## src/rtl/dds_slope_pkg.sv

```systemverilog
// Package for the DDS slope and phase-update block.
// Assumes a single 125 MHz update clock shared by all cores.
`default_nettype none
package dds_slope_pkg;
   localparam int FREQ_W = 32;
   localparam int LEVEL_W = 16;
   localparam int PHASE_W = 12;
   localparam int DIV_W = 13;
   localparam int DIV_MIN = 1;
   localparam int DIV_MAX = 4096;
   localparam int PHASE_STEPS = 4096;
   localparam real CLOCK_MHZ = 125.0;
   localparam real UPDATE_NS = 8.0;
   localparam int UPDATE_CYCLES = 1;
   localparam logic signed [FREQ_W-1:0] FREQ_MIN_CODE = 32'sh00000000;
   localparam logic signed [FREQ_W-1:0] FREQ_MAX_CODE = 32'sh7FFFFFFF;
   localparam logic signed [LEVEL_W-1:0] LEVEL_MIN_CODE = 16'sh8001;
   localparam logic signed [LEVEL_W-1:0] LEVEL_MAX_CODE = 16'sh7FFF;
   localparam logic signed [FREQ_W-1:0] FREQ_RATE_MIN = 32'sh80000001;
   localparam logic signed [FREQ_W-1:0] FREQ_RATE_MAX = 32'sh7FFFFFFF;
   localparam logic signed [FREQ_W-1:0] FREQ_RATE_STEP = 32'sh00000001;
   localparam logic signed [LEVEL_W-1:0] LEVEL_RATE_MIN = 16'sh8001;
   localparam logic signed [LEVEL_W-1:0] LEVEL_RATE_MAX = 16'sh7FFF;
   localparam logic signed [LEVEL_W-1:0] LEVEL_RATE_STEP = 16'sh0001;
   localparam logic [DIV_W-1:0] DIV_RESET = 13'h0001;

   typedef enum logic {
      phase_reload_policy = 1'b0,
      phase_additive_policy = 1'b1
   } phase_policy_type;

   typedef enum logic [1:0] {
      cmd_idle = 2'h0,
      apply_immediately_cmd = 2'h1,
      apply_on_event_cmd = 2'h2
   } command_type;

   typedef struct packed {
      logic signed [FREQ_W-1:0] toneFrequency;
      logic signed [LEVEL_W-1:0] outputLevel;
      logic [PHASE_W-1:0] phaseOffset;
      logic signed [FREQ_W-1:0] freqRampRate;
      logic signed [LEVEL_W-1:0] levelRampRate;
   } core_setting_type;
endpackage : dds_slope_pkg
`default_nettype wire

```

## src/rtl/ramp_pacer.sv

```systemverilog
// Divider that paces ramp increments: one tick every divider cycles.
// Assumes the divider value is already limited to its legal range.
`default_nettype none
module ramp_pacer #(
   parameter int DIV_W = dds_slope_pkg::DIV_W
) (
   input wire logic clock,
   input wire logic nrst,
   input wire logic [DIV_W-1:0] divider,
   output logic tick
);
   logic [DIV_W-1:0] count;

   always_ff @(posedge clock or negedge nrst) begin
      if (!nrst) begin
         count <= '0;
      end else if (count + DIV_W'(1) >= divider) begin
         count <= '0;
      end else begin
         count <= count + DIV_W'(1);
      end
   end

   assign tick = (count + DIV_W'(1) >= divider);
endmodule : ramp_pacer
`default_nettype wire

```

## src/rtl/ramp_accumulator.sv

```systemverilog
// Saturating signed accumulator for one ramped quantity of one core.
// Assumes a load pulse and a step tick from the core controller.
`default_nettype none
module ramp_accumulator #(
   parameter int W = 16,
   parameter logic signed [W-1:0] LOW = '0,
   parameter logic signed [W-1:0] HIGH = '1
) (
   input wire logic clock,
   input wire logic nrst,
   input wire logic load,
   input wire logic signed [W-1:0] loadValue,
   input wire logic step,
   input wire logic signed [W-1:0] rate,
   output logic signed [W-1:0] value
);
   logic signed [W:0] sum;

   // One extra bit lets the sum be checked before clamping
   assign sum = {value[W-1], value} + {rate[W-1], rate};

   always_ff @(posedge clock or negedge nrst) begin
      if (!nrst) begin
         value <= '0;
      end else if (load) begin
         value <= loadValue;
      end else if (step && rate != '0) begin
         // Concatenations are unsigned; compare signed or negatives clamp high
         if (sum > $signed({HIGH[W-1], HIGH})) begin
            value <= HIGH;
         end else if (sum < $signed({LOW[W-1], LOW})) begin
            value <= LOW;
         end else begin
            value <= sum[W-1:0];
         end
      end
   end
endmodule : ramp_accumulator
`default_nettype wire

```

## src/rtl/dds_slope_and_phase_control.sv

```systemverilog
// Slope and phase-update control for a bank of DDS cores.
// Assumes shadow settings are written by the host, then applied by a
// command or, once apply_on_event_cmd has armed it, by the trigger/timer event pulse from outside.
// Summary of operation
// - nonzero slope adds signed increment each step
// - increments applied at DDS update rate
// - one small increment per step, no jumps
// - frequency rate signed; positive raises frequency
// - frequency rate rounded; readback returns used
// - level rate signed; positive raises level
// - level rate rounded; readback returns applied value
// - level ramp only on dedicated cores
// - frequency rate floor, ceiling, granule readable
// - level rate floor, ceiling, granule readable
// - frequency divider 1..4096 spaces ramp steps
// - level divider 1..4096 spaces ramp steps
// - one global phase policy for all cores
// - code 0 reloads phase at event
// - code 1 adds phase to counter
// - reload policy resets phase counter on event
// - additive policy adds phase at event
// - immediate command applies settings at once
// - level is signed scale, full negative inverts
// - phase has 4096 steps per turn
`default_nettype none
module dds_slope_and_phase_control #(
   parameter int CORES = 4,
   parameter logic [CORES-1:0] LEVEL_RAMP_CORES = 4'h1,
   parameter int FREQ_W = dds_slope_pkg::FREQ_W,
   parameter int LEVEL_W = dds_slope_pkg::LEVEL_W,
   parameter int PHASE_W = dds_slope_pkg::PHASE_W,
   parameter int DIV_W = dds_slope_pkg::DIV_W
) (
   input wire logic clock,
   input wire logic nrst,
   input wire dds_slope_pkg::core_setting_type [CORES-1:0] shadowSetting,
   input wire dds_slope_pkg::phase_policy_type phase_update_policy,
   input wire logic [DIV_W-1:0] freq_ramp_cycle_divider,
   input wire logic [DIV_W-1:0] level_ramp_cycle_divider,
   input wire dds_slope_pkg::command_type synth_command_port,
   input wire logic triggerEvent,
   output dds_slope_pkg::core_setting_type [CORES-1:0] activeSetting,
   output logic [CORES-1:0][FREQ_W-1:0] freqPhaseStep,
   output logic [CORES-1:0][LEVEL_W-1:0] core_output_level,
   output logic [CORES-1:0][PHASE_W-1:0] phaseCounter,
   output logic [CORES-1:0] phaseCounterCleared,
   output logic [FREQ_W-1:0] freq_ramp_rate_floor,
   output logic [FREQ_W-1:0] freq_ramp_rate_ceiling,
   output logic [FREQ_W-1:0] freq_ramp_rate_granule,
   output logic [LEVEL_W-1:0] level_ramp_rate_floor,
   output logic [LEVEL_W-1:0] level_ramp_rate_ceiling,
   output logic [LEVEL_W-1:0] level_ramp_rate_granule,
   output logic [DIV_W-1:0] freqDividerUsed,
   output logic [DIV_W-1:0] levelDividerUsed,
   output logic applyPulse
);
   logic applyNow;
   logic freqTick;
   logic levelTick;
   logic [DIV_W-1:0] next_freqDivider;
   logic [DIV_W-1:0] next_levelDivider;

   // Event-armed command waits for the trigger; immediate applies now
   logic armed;
   assign applyNow = (synth_command_port ==
                      dds_slope_pkg::apply_immediately_cmd)
                     || (armed && triggerEvent);

   always_ff @(posedge clock or negedge nrst) begin
      if (!nrst) begin
         armed <= 1'b0;
      end else if (synth_command_port ==
                   dds_slope_pkg::apply_on_event_cmd) begin
         armed <= 1'b1;
      end else if (applyNow) begin
         armed <= 1'b0;
      end
   end

   always_ff @(posedge clock or negedge nrst) begin
      if (!nrst) begin
         applyPulse <= 1'b0;
      end else begin
         applyPulse <= applyNow;
      end
   end

   // Out-of-range dividers are clamped so readback shows the value used
   always_comb begin
      next_freqDivider = freq_ramp_cycle_divider;
      if (freq_ramp_cycle_divider < DIV_W'(dds_slope_pkg::DIV_MIN)) begin
         next_freqDivider = DIV_W'(dds_slope_pkg::DIV_MIN);
      end else if (freq_ramp_cycle_divider >
                   DIV_W'(dds_slope_pkg::DIV_MAX)) begin
         next_freqDivider = DIV_W'(dds_slope_pkg::DIV_MAX);
      end
      next_levelDivider = level_ramp_cycle_divider;
      if (level_ramp_cycle_divider < DIV_W'(dds_slope_pkg::DIV_MIN)) begin
         next_levelDivider = DIV_W'(dds_slope_pkg::DIV_MIN);
      end else if (level_ramp_cycle_divider >
                   DIV_W'(dds_slope_pkg::DIV_MAX)) begin
         next_levelDivider = DIV_W'(dds_slope_pkg::DIV_MAX);
      end
   end

   always_ff @(posedge clock or negedge nrst) begin
      if (!nrst) begin
         freqDividerUsed <= dds_slope_pkg::DIV_RESET;
         levelDividerUsed <= dds_slope_pkg::DIV_RESET;
      end else begin
         freqDividerUsed <= next_freqDivider;
         levelDividerUsed <= next_levelDivider;
      end
   end

   ramp_pacer #(.DIV_W(DIV_W)) freqPacer (
      .clock(clock),
      .nrst(nrst),
      .divider(freqDividerUsed),
      .tick(freqTick)
   );

   ramp_pacer #(.DIV_W(DIV_W)) levelPacer (
      .clock(clock),
      .nrst(nrst),
      .divider(levelDividerUsed),
      .tick(levelTick)
   );

   // Fixed limits; rates are integer codes so any code from floor to ceiling is usable
   assign freq_ramp_rate_floor = dds_slope_pkg::FREQ_RATE_MIN;
   assign freq_ramp_rate_ceiling = dds_slope_pkg::FREQ_RATE_MAX;
   assign freq_ramp_rate_granule = dds_slope_pkg::FREQ_RATE_STEP;
   assign level_ramp_rate_floor = dds_slope_pkg::LEVEL_RATE_MIN;
   assign level_ramp_rate_ceiling = dds_slope_pkg::LEVEL_RATE_MAX;
   assign level_ramp_rate_granule = dds_slope_pkg::LEVEL_RATE_STEP;

   genvar c;
   generate
      for (c = 0; c < CORES; c++) begin : core
         logic signed [FREQ_W-1:0] freqValue;
         logic signed [LEVEL_W-1:0] levelValue;
         logic signed [LEVEL_W-1:0] levelRate;
         logic signed [FREQ_W-1:0] freqRate;
         logic [PHASE_W-1:0] phaseNext;
         dds_slope_pkg::core_setting_type used;

         // Rate rounding: level rate forced to zero on cores without ramp
         always_comb begin
            used = shadowSetting[c];
            freqRate = shadowSetting[c].freqRampRate;
            levelRate = LEVEL_RAMP_CORES[c] ?
                        shadowSetting[c].levelRampRate : '0;
            if (levelRate < dds_slope_pkg::LEVEL_RATE_MIN) begin
               levelRate = dds_slope_pkg::LEVEL_RATE_MIN;
            end
            if (freqRate < dds_slope_pkg::FREQ_RATE_MIN) begin
               freqRate = dds_slope_pkg::FREQ_RATE_MIN;
            end
            used.freqRampRate = freqRate;
            used.levelRampRate = levelRate;
            if (shadowSetting[c].outputLevel <
                dds_slope_pkg::LEVEL_MIN_CODE) begin
               used.outputLevel = dds_slope_pkg::LEVEL_MIN_CODE;
            end
         end

         always_ff @(posedge clock or negedge nrst) begin
            if (!nrst) begin
               activeSetting[c] <= '0;
            end else if (applyNow) begin
               activeSetting[c] <= used;
            end
         end

         ramp_accumulator #(
            .W(FREQ_W),
            .LOW(dds_slope_pkg::FREQ_MIN_CODE),
            .HIGH(dds_slope_pkg::FREQ_MAX_CODE)
         ) freqRamp (
            .clock(clock),
            .nrst(nrst),
            .load(applyNow),
            .loadValue(used.toneFrequency),
            .step(freqTick),
            .rate(activeSetting[c].freqRampRate),
            .value(freqValue)
         );

         ramp_accumulator #(
            .W(LEVEL_W),
            .LOW(dds_slope_pkg::LEVEL_MIN_CODE),
            .HIGH(dds_slope_pkg::LEVEL_MAX_CODE)
         ) levelRamp (
            .clock(clock),
            .nrst(nrst),
            .load(applyNow),
            .loadValue(used.outputLevel),
            .step(levelTick),
            .rate(activeSetting[c].levelRampRate),
            .value(levelValue)
         );

         assign freqPhaseStep[c] = freqValue;
         assign core_output_level[c] = levelValue;

         // Phase counter wraps over 4096 steps per turn
         // One policy input, sampled at the apply edge, serves every core
         always_comb begin
            phaseNext = phaseCounter[c] + freqValue[FREQ_W-1 -: PHASE_W];
            if (applyNow) begin
               if (phase_update_policy ==
                   dds_slope_pkg::phase_reload_policy) begin
                  phaseNext = shadowSetting[c].phaseOffset;
               end else begin
                  phaseNext = phaseNext +
                              shadowSetting[c].phaseOffset;
               end
            end
         end

         always_ff @(posedge clock or negedge nrst) begin
            if (!nrst) begin
               phaseCounter[c] <= '0;
               phaseCounterCleared[c] <= 1'b0;
            end else begin
               phaseCounter[c] <= phaseNext;
               phaseCounterCleared[c] <= applyNow &&
                  phase_update_policy ==
                  dds_slope_pkg::phase_reload_policy;
            end
         end
      end
   endgenerate
endmodule : dds_slope_and_phase_control
`default_nettype wire

```

## config.mk

```make
export PLATFORM = sky130hd
export DESIGN_NAME = dds_slope_and_phase_control
export DESIGN_NICKNAME = d
export VERILOG_FILES = /design/src/rtl/dds_slope_pkg.sv /design/src/rtl/ramp_pacer.sv /design/src/rtl/ramp_accumulator.sv /design/src/rtl/dds_slope_and_phase_control.sv
export SDC_FILE = /design/constraint.sdc
export NUM_CORES = 2
export LEC_CHECK = 0
export BUFFER_PORTS_ARGS = -buffer_cell sky130_fd_sc_hd__buf_2
export CAP_MARGIN = 20
export CORE_AREA = 2 2 508 510
export CTS_BUF_LIST = sky130_fd_sc_hd__clkbuf_4
export CTS_CLUSTER_SIZE = 10
export DETAILED_ROUTE_END_ITERATION = 16
export DIE_AREA = 0 0 510 512
export GPL_TIMING_DRIVEN = 0
export HOLD_SLACK_MARGIN = 0.1
export PLACE_DENSITY = 0.31
export SKIP_CTS_REPAIR_TIMING = 1
export SLEW_MARGIN = 20
export SYNTH_ARGS = -nofsm -noshare
export SYNTH_HDL_FRONTEND = slang
export SYNTH_SLANG_ARGS = --single-unit
```

## constraint.sdc

```tcl
create_clock -name clock -period 6.5 [get_ports clock]
set_input_delay 0.65 -clock clock [delete_from_list [all_inputs] [get_ports clock]]
set_output_delay 0.65 -clock clock [all_outputs]
set_load 0.02 [all_outputs]
```

==> impl_metrics.csv <==
group,metric,value,unit
worst_setup_path,cp.required,7.63,ns
synthesis,yosysSeqAreaShare,0.3902,
flow_run,maxCapViolCount,0,
global_routing,grt_antenna_before_repair,77,
timing,slew_violations,0,
timing,setup_viol,0,
die,io_pins,1311,
timing,fin_crit,5.173,ns
worst_setup_path,crit_fanout,10,
power,irDropWorstVdd,0.2335,mV
die,coreArea,255800,sq um
hold_path,min_path_type,"in2reg",
power,p_clk_frac,0.172,
worst_setup_path,rrSetupSlack,1.33,ns
hold_path,hold_start,"shadowSetting[77]",
worst_setup_path,r2r-start,"freqPacer.count[0]",
power,p_seq_frac,0.236,
routing,drt_iter0_drc,2291,
clocking,cts_root_buf,"clkbuf_4",
die,initial_core_util,0.1582,
worst_setup_path,endpoint_kind,"flop",
synthesis,synth_area_leader_cell,"dfrtp_1",
synthesis,synth_edf_count,0,
routing,routed_wirelength,258100,microns
clocking,clockBufferDepth,3,
outcome,status,"complete, no violations",
routing,ant_nets,0,
timing,fin_crit_sh,0.7959,
timing,fmax,0.1933,GHz
clocking,clkTransAtPathRegs,0.07,ns
die,die_y,512,microns
die,die_width,510,microns
die,die_area,261100,sq um
finish,nets,7557,
synthesis,synth.distinct_cells,89,
synthesis,synthCells,4719,
routing,routedWlPerCell,24.86,microns
worst_setup_path,cp-start-kind,"flop",
timing,hold_viol,0,
placed_design,port_buffers,1069,
timing,tightestPinTransition,1.113,ns
clocking,htree_levels,4,
synthesis,ys.warnings.count,0,
timing,relSlewSlack,0.2582,
worst_setup_path,cp_data_arrival_time,6.31,ns
worst_setup_path,slowest_stage,"clkbuf_1",
synthesis,async_flop_share,1.000,
global_routing,grt_pass1_wl,345200,microns
finish,drive_above_1_share,0.2591,
worst_setup_path,cp_cell_sequence,"ha_1 -> nand2_1 -> nor2_1 -> xor2_1 -> ha_1 -> a21o_1 -> a211oi_1 -> o21ai_0 -> o221ai_1 -> a21bo_2 -> nand2_1 -> o21bai_1 -> clkbuf_1 -> a22oi_1 -> o21ai_0",
finish,area_growth,48.93,%
worst_setup_path,cp-startpoint,"freqPacer.count[0]",
worst_setup_path,cp_top_family,"compound AO/OA/AOI/OAI gates",
clocking,insertion_delay,1.34,ns
synthesis,syn-cell-area,40470,sq um
finish,fill_cells,28670,
routing,dr.pass1.iters,8,
power,cellPowerDensity,424.5,nW/um^2
clocking,cts_buffers,212,
power,p_sw_frac,0.4947,
worst_setup_path,crit_buf_inv,1,
synthesis,synth_ff_type,"dfrtp_1",
finish,final_area,60280,sq um
routing,drt-vias-per-instance,4.173,
clocking,clock-sinks,631,
placed_design,place_area,51690,sq um
placed_design,dp_hpwl,214000,microns
timing,rsz0062_at_grt,"false",
routing,drcViolationCount,0,
timing,setup_tns,0,ns
global_routing,grtUsageTotal,0.1893,
worst_setup_path,max_stage_delay,0.63,ns
synthesis,syn_avg_cell_area,8.577,sq um
power,p_switching,0.01266,W
placed_design,gp_congestion,0.8628,
worst_setup_path,crit_type,"reg2reg",
global_routing,grt_pass1_vias,41670,
die,rows,186,
timing,fin_skew,0.1334,ns
power,comb_power_share,0.592,
global_routing,grt.overflow.total,0,
global_routing,grt_max_degree,85,
synthesis,synth_seq_cells,631,
clocking,cts_tree,"done",
synthesis,ys_top_cells_by_area,"dfrtp_1 39%, nand2_1 10%, ha_1 8.3%",
power,internal_power,0.01293,W
power,leakagePower,30.08,nW
routing,routed-via-count,43330,
synthesis,synth.top_cell.area_share,0.3889,
[placed cells by master, fill, tap and decap left out, types with 74 or more instances in the layout]
cell / Yosys / routed
nor2_1: 213 / 213
nor4_1: 91 / 91
dlygate4sd3_1: 0 / 584
xnor2_1: 146 / 146
conb_1: 2 / 192
dfrtp_1: 629 / 629
nand3b_1: 186 / 186
xor2_1: 74 / 74
o21ai_0: 251 / 251
nor3_1: 75 / 75
a21oi_1: 233 / 232
buf_4: 244 / 244
inv_1: 104 / 104
a21o_1: 101 / 101
clkbuf_1: 171 / 133
ha_1: 269 / 269
buf_2: 17 / 1090
clkbuf_4: 0 / 309
nand2_1: 1122 / 1122
[Yosys cell counts, types with 31 or more instances]
master	n
a211oi_1	41
a21o_1	101
a21oi_1	233
a31oi_1	70
and2_1	34
and3_1	41
buf_4	244
clkbuf_1	171
dfrtp_1	629
ha_1	269
inv_1	104
mux2i_1	36
nand2_1	1122
nand3_1	69
nand3b_1	186
nand4_1	38
nor2_1	213
nor2b_1	56
nor3_1	75
nor4_1	91
o21a_1	31
o21ai_0	251
o21bai_1	39
xnor2_1	146
xor2_1	74
[routing by layer]
layer,routed length [microns],global-route usage,vias to the layer above
li1,-,-,20450
met1,110800,0.2341,21090
met2,124600,0.3229,1431
met3,16400,0.05192,330
met4,6183,0.04508,24
met5,155,0,-
[worst register-to-register path: stages (launching register included)]
cell and delay (ns):
dfrtp_1 0.44, ha_1 0.29, nand2_1 0.08, nor2_1 0.20
xor2_1 0.28, ha_1 0.30, a21o_1 0.18, a211oi_1 0.21
o21ai_0 0.13, o221ai_1 0.45, a21bo_2 0.59, nand2_1 0.61
o21bai_1 0.41, clkbuf_1 0.63, a22oi_1 0.14, o21ai_0 0.11
[state kept, by name (all words and copies together), names as in the netlist, 13 cells and up]
name / count
levelDividerUsed: 13
core.levelRamp.value: 32
freqDividerUsed: 13
freqPacer.count: 13
phaseCounter: 48
activeSetting: 368
core.freqRamp.value: 128
levelPacer.count: 13
[path summary, 6_finish.rpt]
check / end / cells after the start
min in group asynchronous: activeSetting[419] / 4
min: activeSetting[77] / 4
max reg2reg: core[3].freqRamp.value[29] / 15
max in group asynchronous: phaseCounter[0] / 7
min reg2reg: activeSetting[380] / 2
max: core[3].freqRamp.value[29] / 15
[cell type report]
class | count | area, sq um | area share
antenna | 33 | 82.58 | 0.001370
buffer | 454 | 2713 | 0.04500
clock buffer | 305 | 2290 | 0.03799
clock inverter | 64 | 342.8 | 0.005688
inverter | 105 | 394.1 | 0.006539
multi-input combinational | 3719 | 22370 | 0.3711
sequential | 631 | 15790 | 0.2620
tap | 3384 | 4234 | 0.07024
timing repair buffer | 1688 | 12060 | 0.2000
[kinds of logic (layout without fill, tap and decap cells)]
group                    after synthesis  after routing  synth area share
buffers and inverters                559           2616           0.07518
AO/OA/AOI/OAI                        994            994            0.1594
AND/OR/NAND/NOR                     1987           1987            0.2266
multiplexers                          42             42           0.01057
flip-flops                           631            631            0.3902
XOR/XNOR                             221            221           0.04801
other                                  2            225         0.0001856
adder cells (fa/ha/maj)              283            283           0.08984
[stage by stage]
stage,cells,hold slack (ns),worst slack (ns),total power (W),utilization
after global placement,9362,0.4488,-11.65,0.02095,0.1985
after floorplan,4909,0.3544,2.637,0.01576,-
after detailed placement,9396,0.4517,1.107,0.02107,0.2021
after global routing,10370,0.06049,0.7861,0.02781,0.2355
final,10380,0.1880,1.327,0.02559,0.2357
after CTS,9765,-0.9827,1.047,0.02574,0.2124
[power groups by stage]
stage | Sequential [W] | Combinational [W] | Clock [W]
floorplan | 0.00667 | 0.00910 | 0
global placement | 0.00612 | 0.0148 | 0
detailed placement | 0.00613 | 0.0149 | 0
CTS | 0.00607 | 0.0150 | 0.00464
global route | 0.00617 | 0.0168 | 0.00482
finish | 0.00604 | 0.0152 | 0.00439
Power figures use the tool's default switching activity.
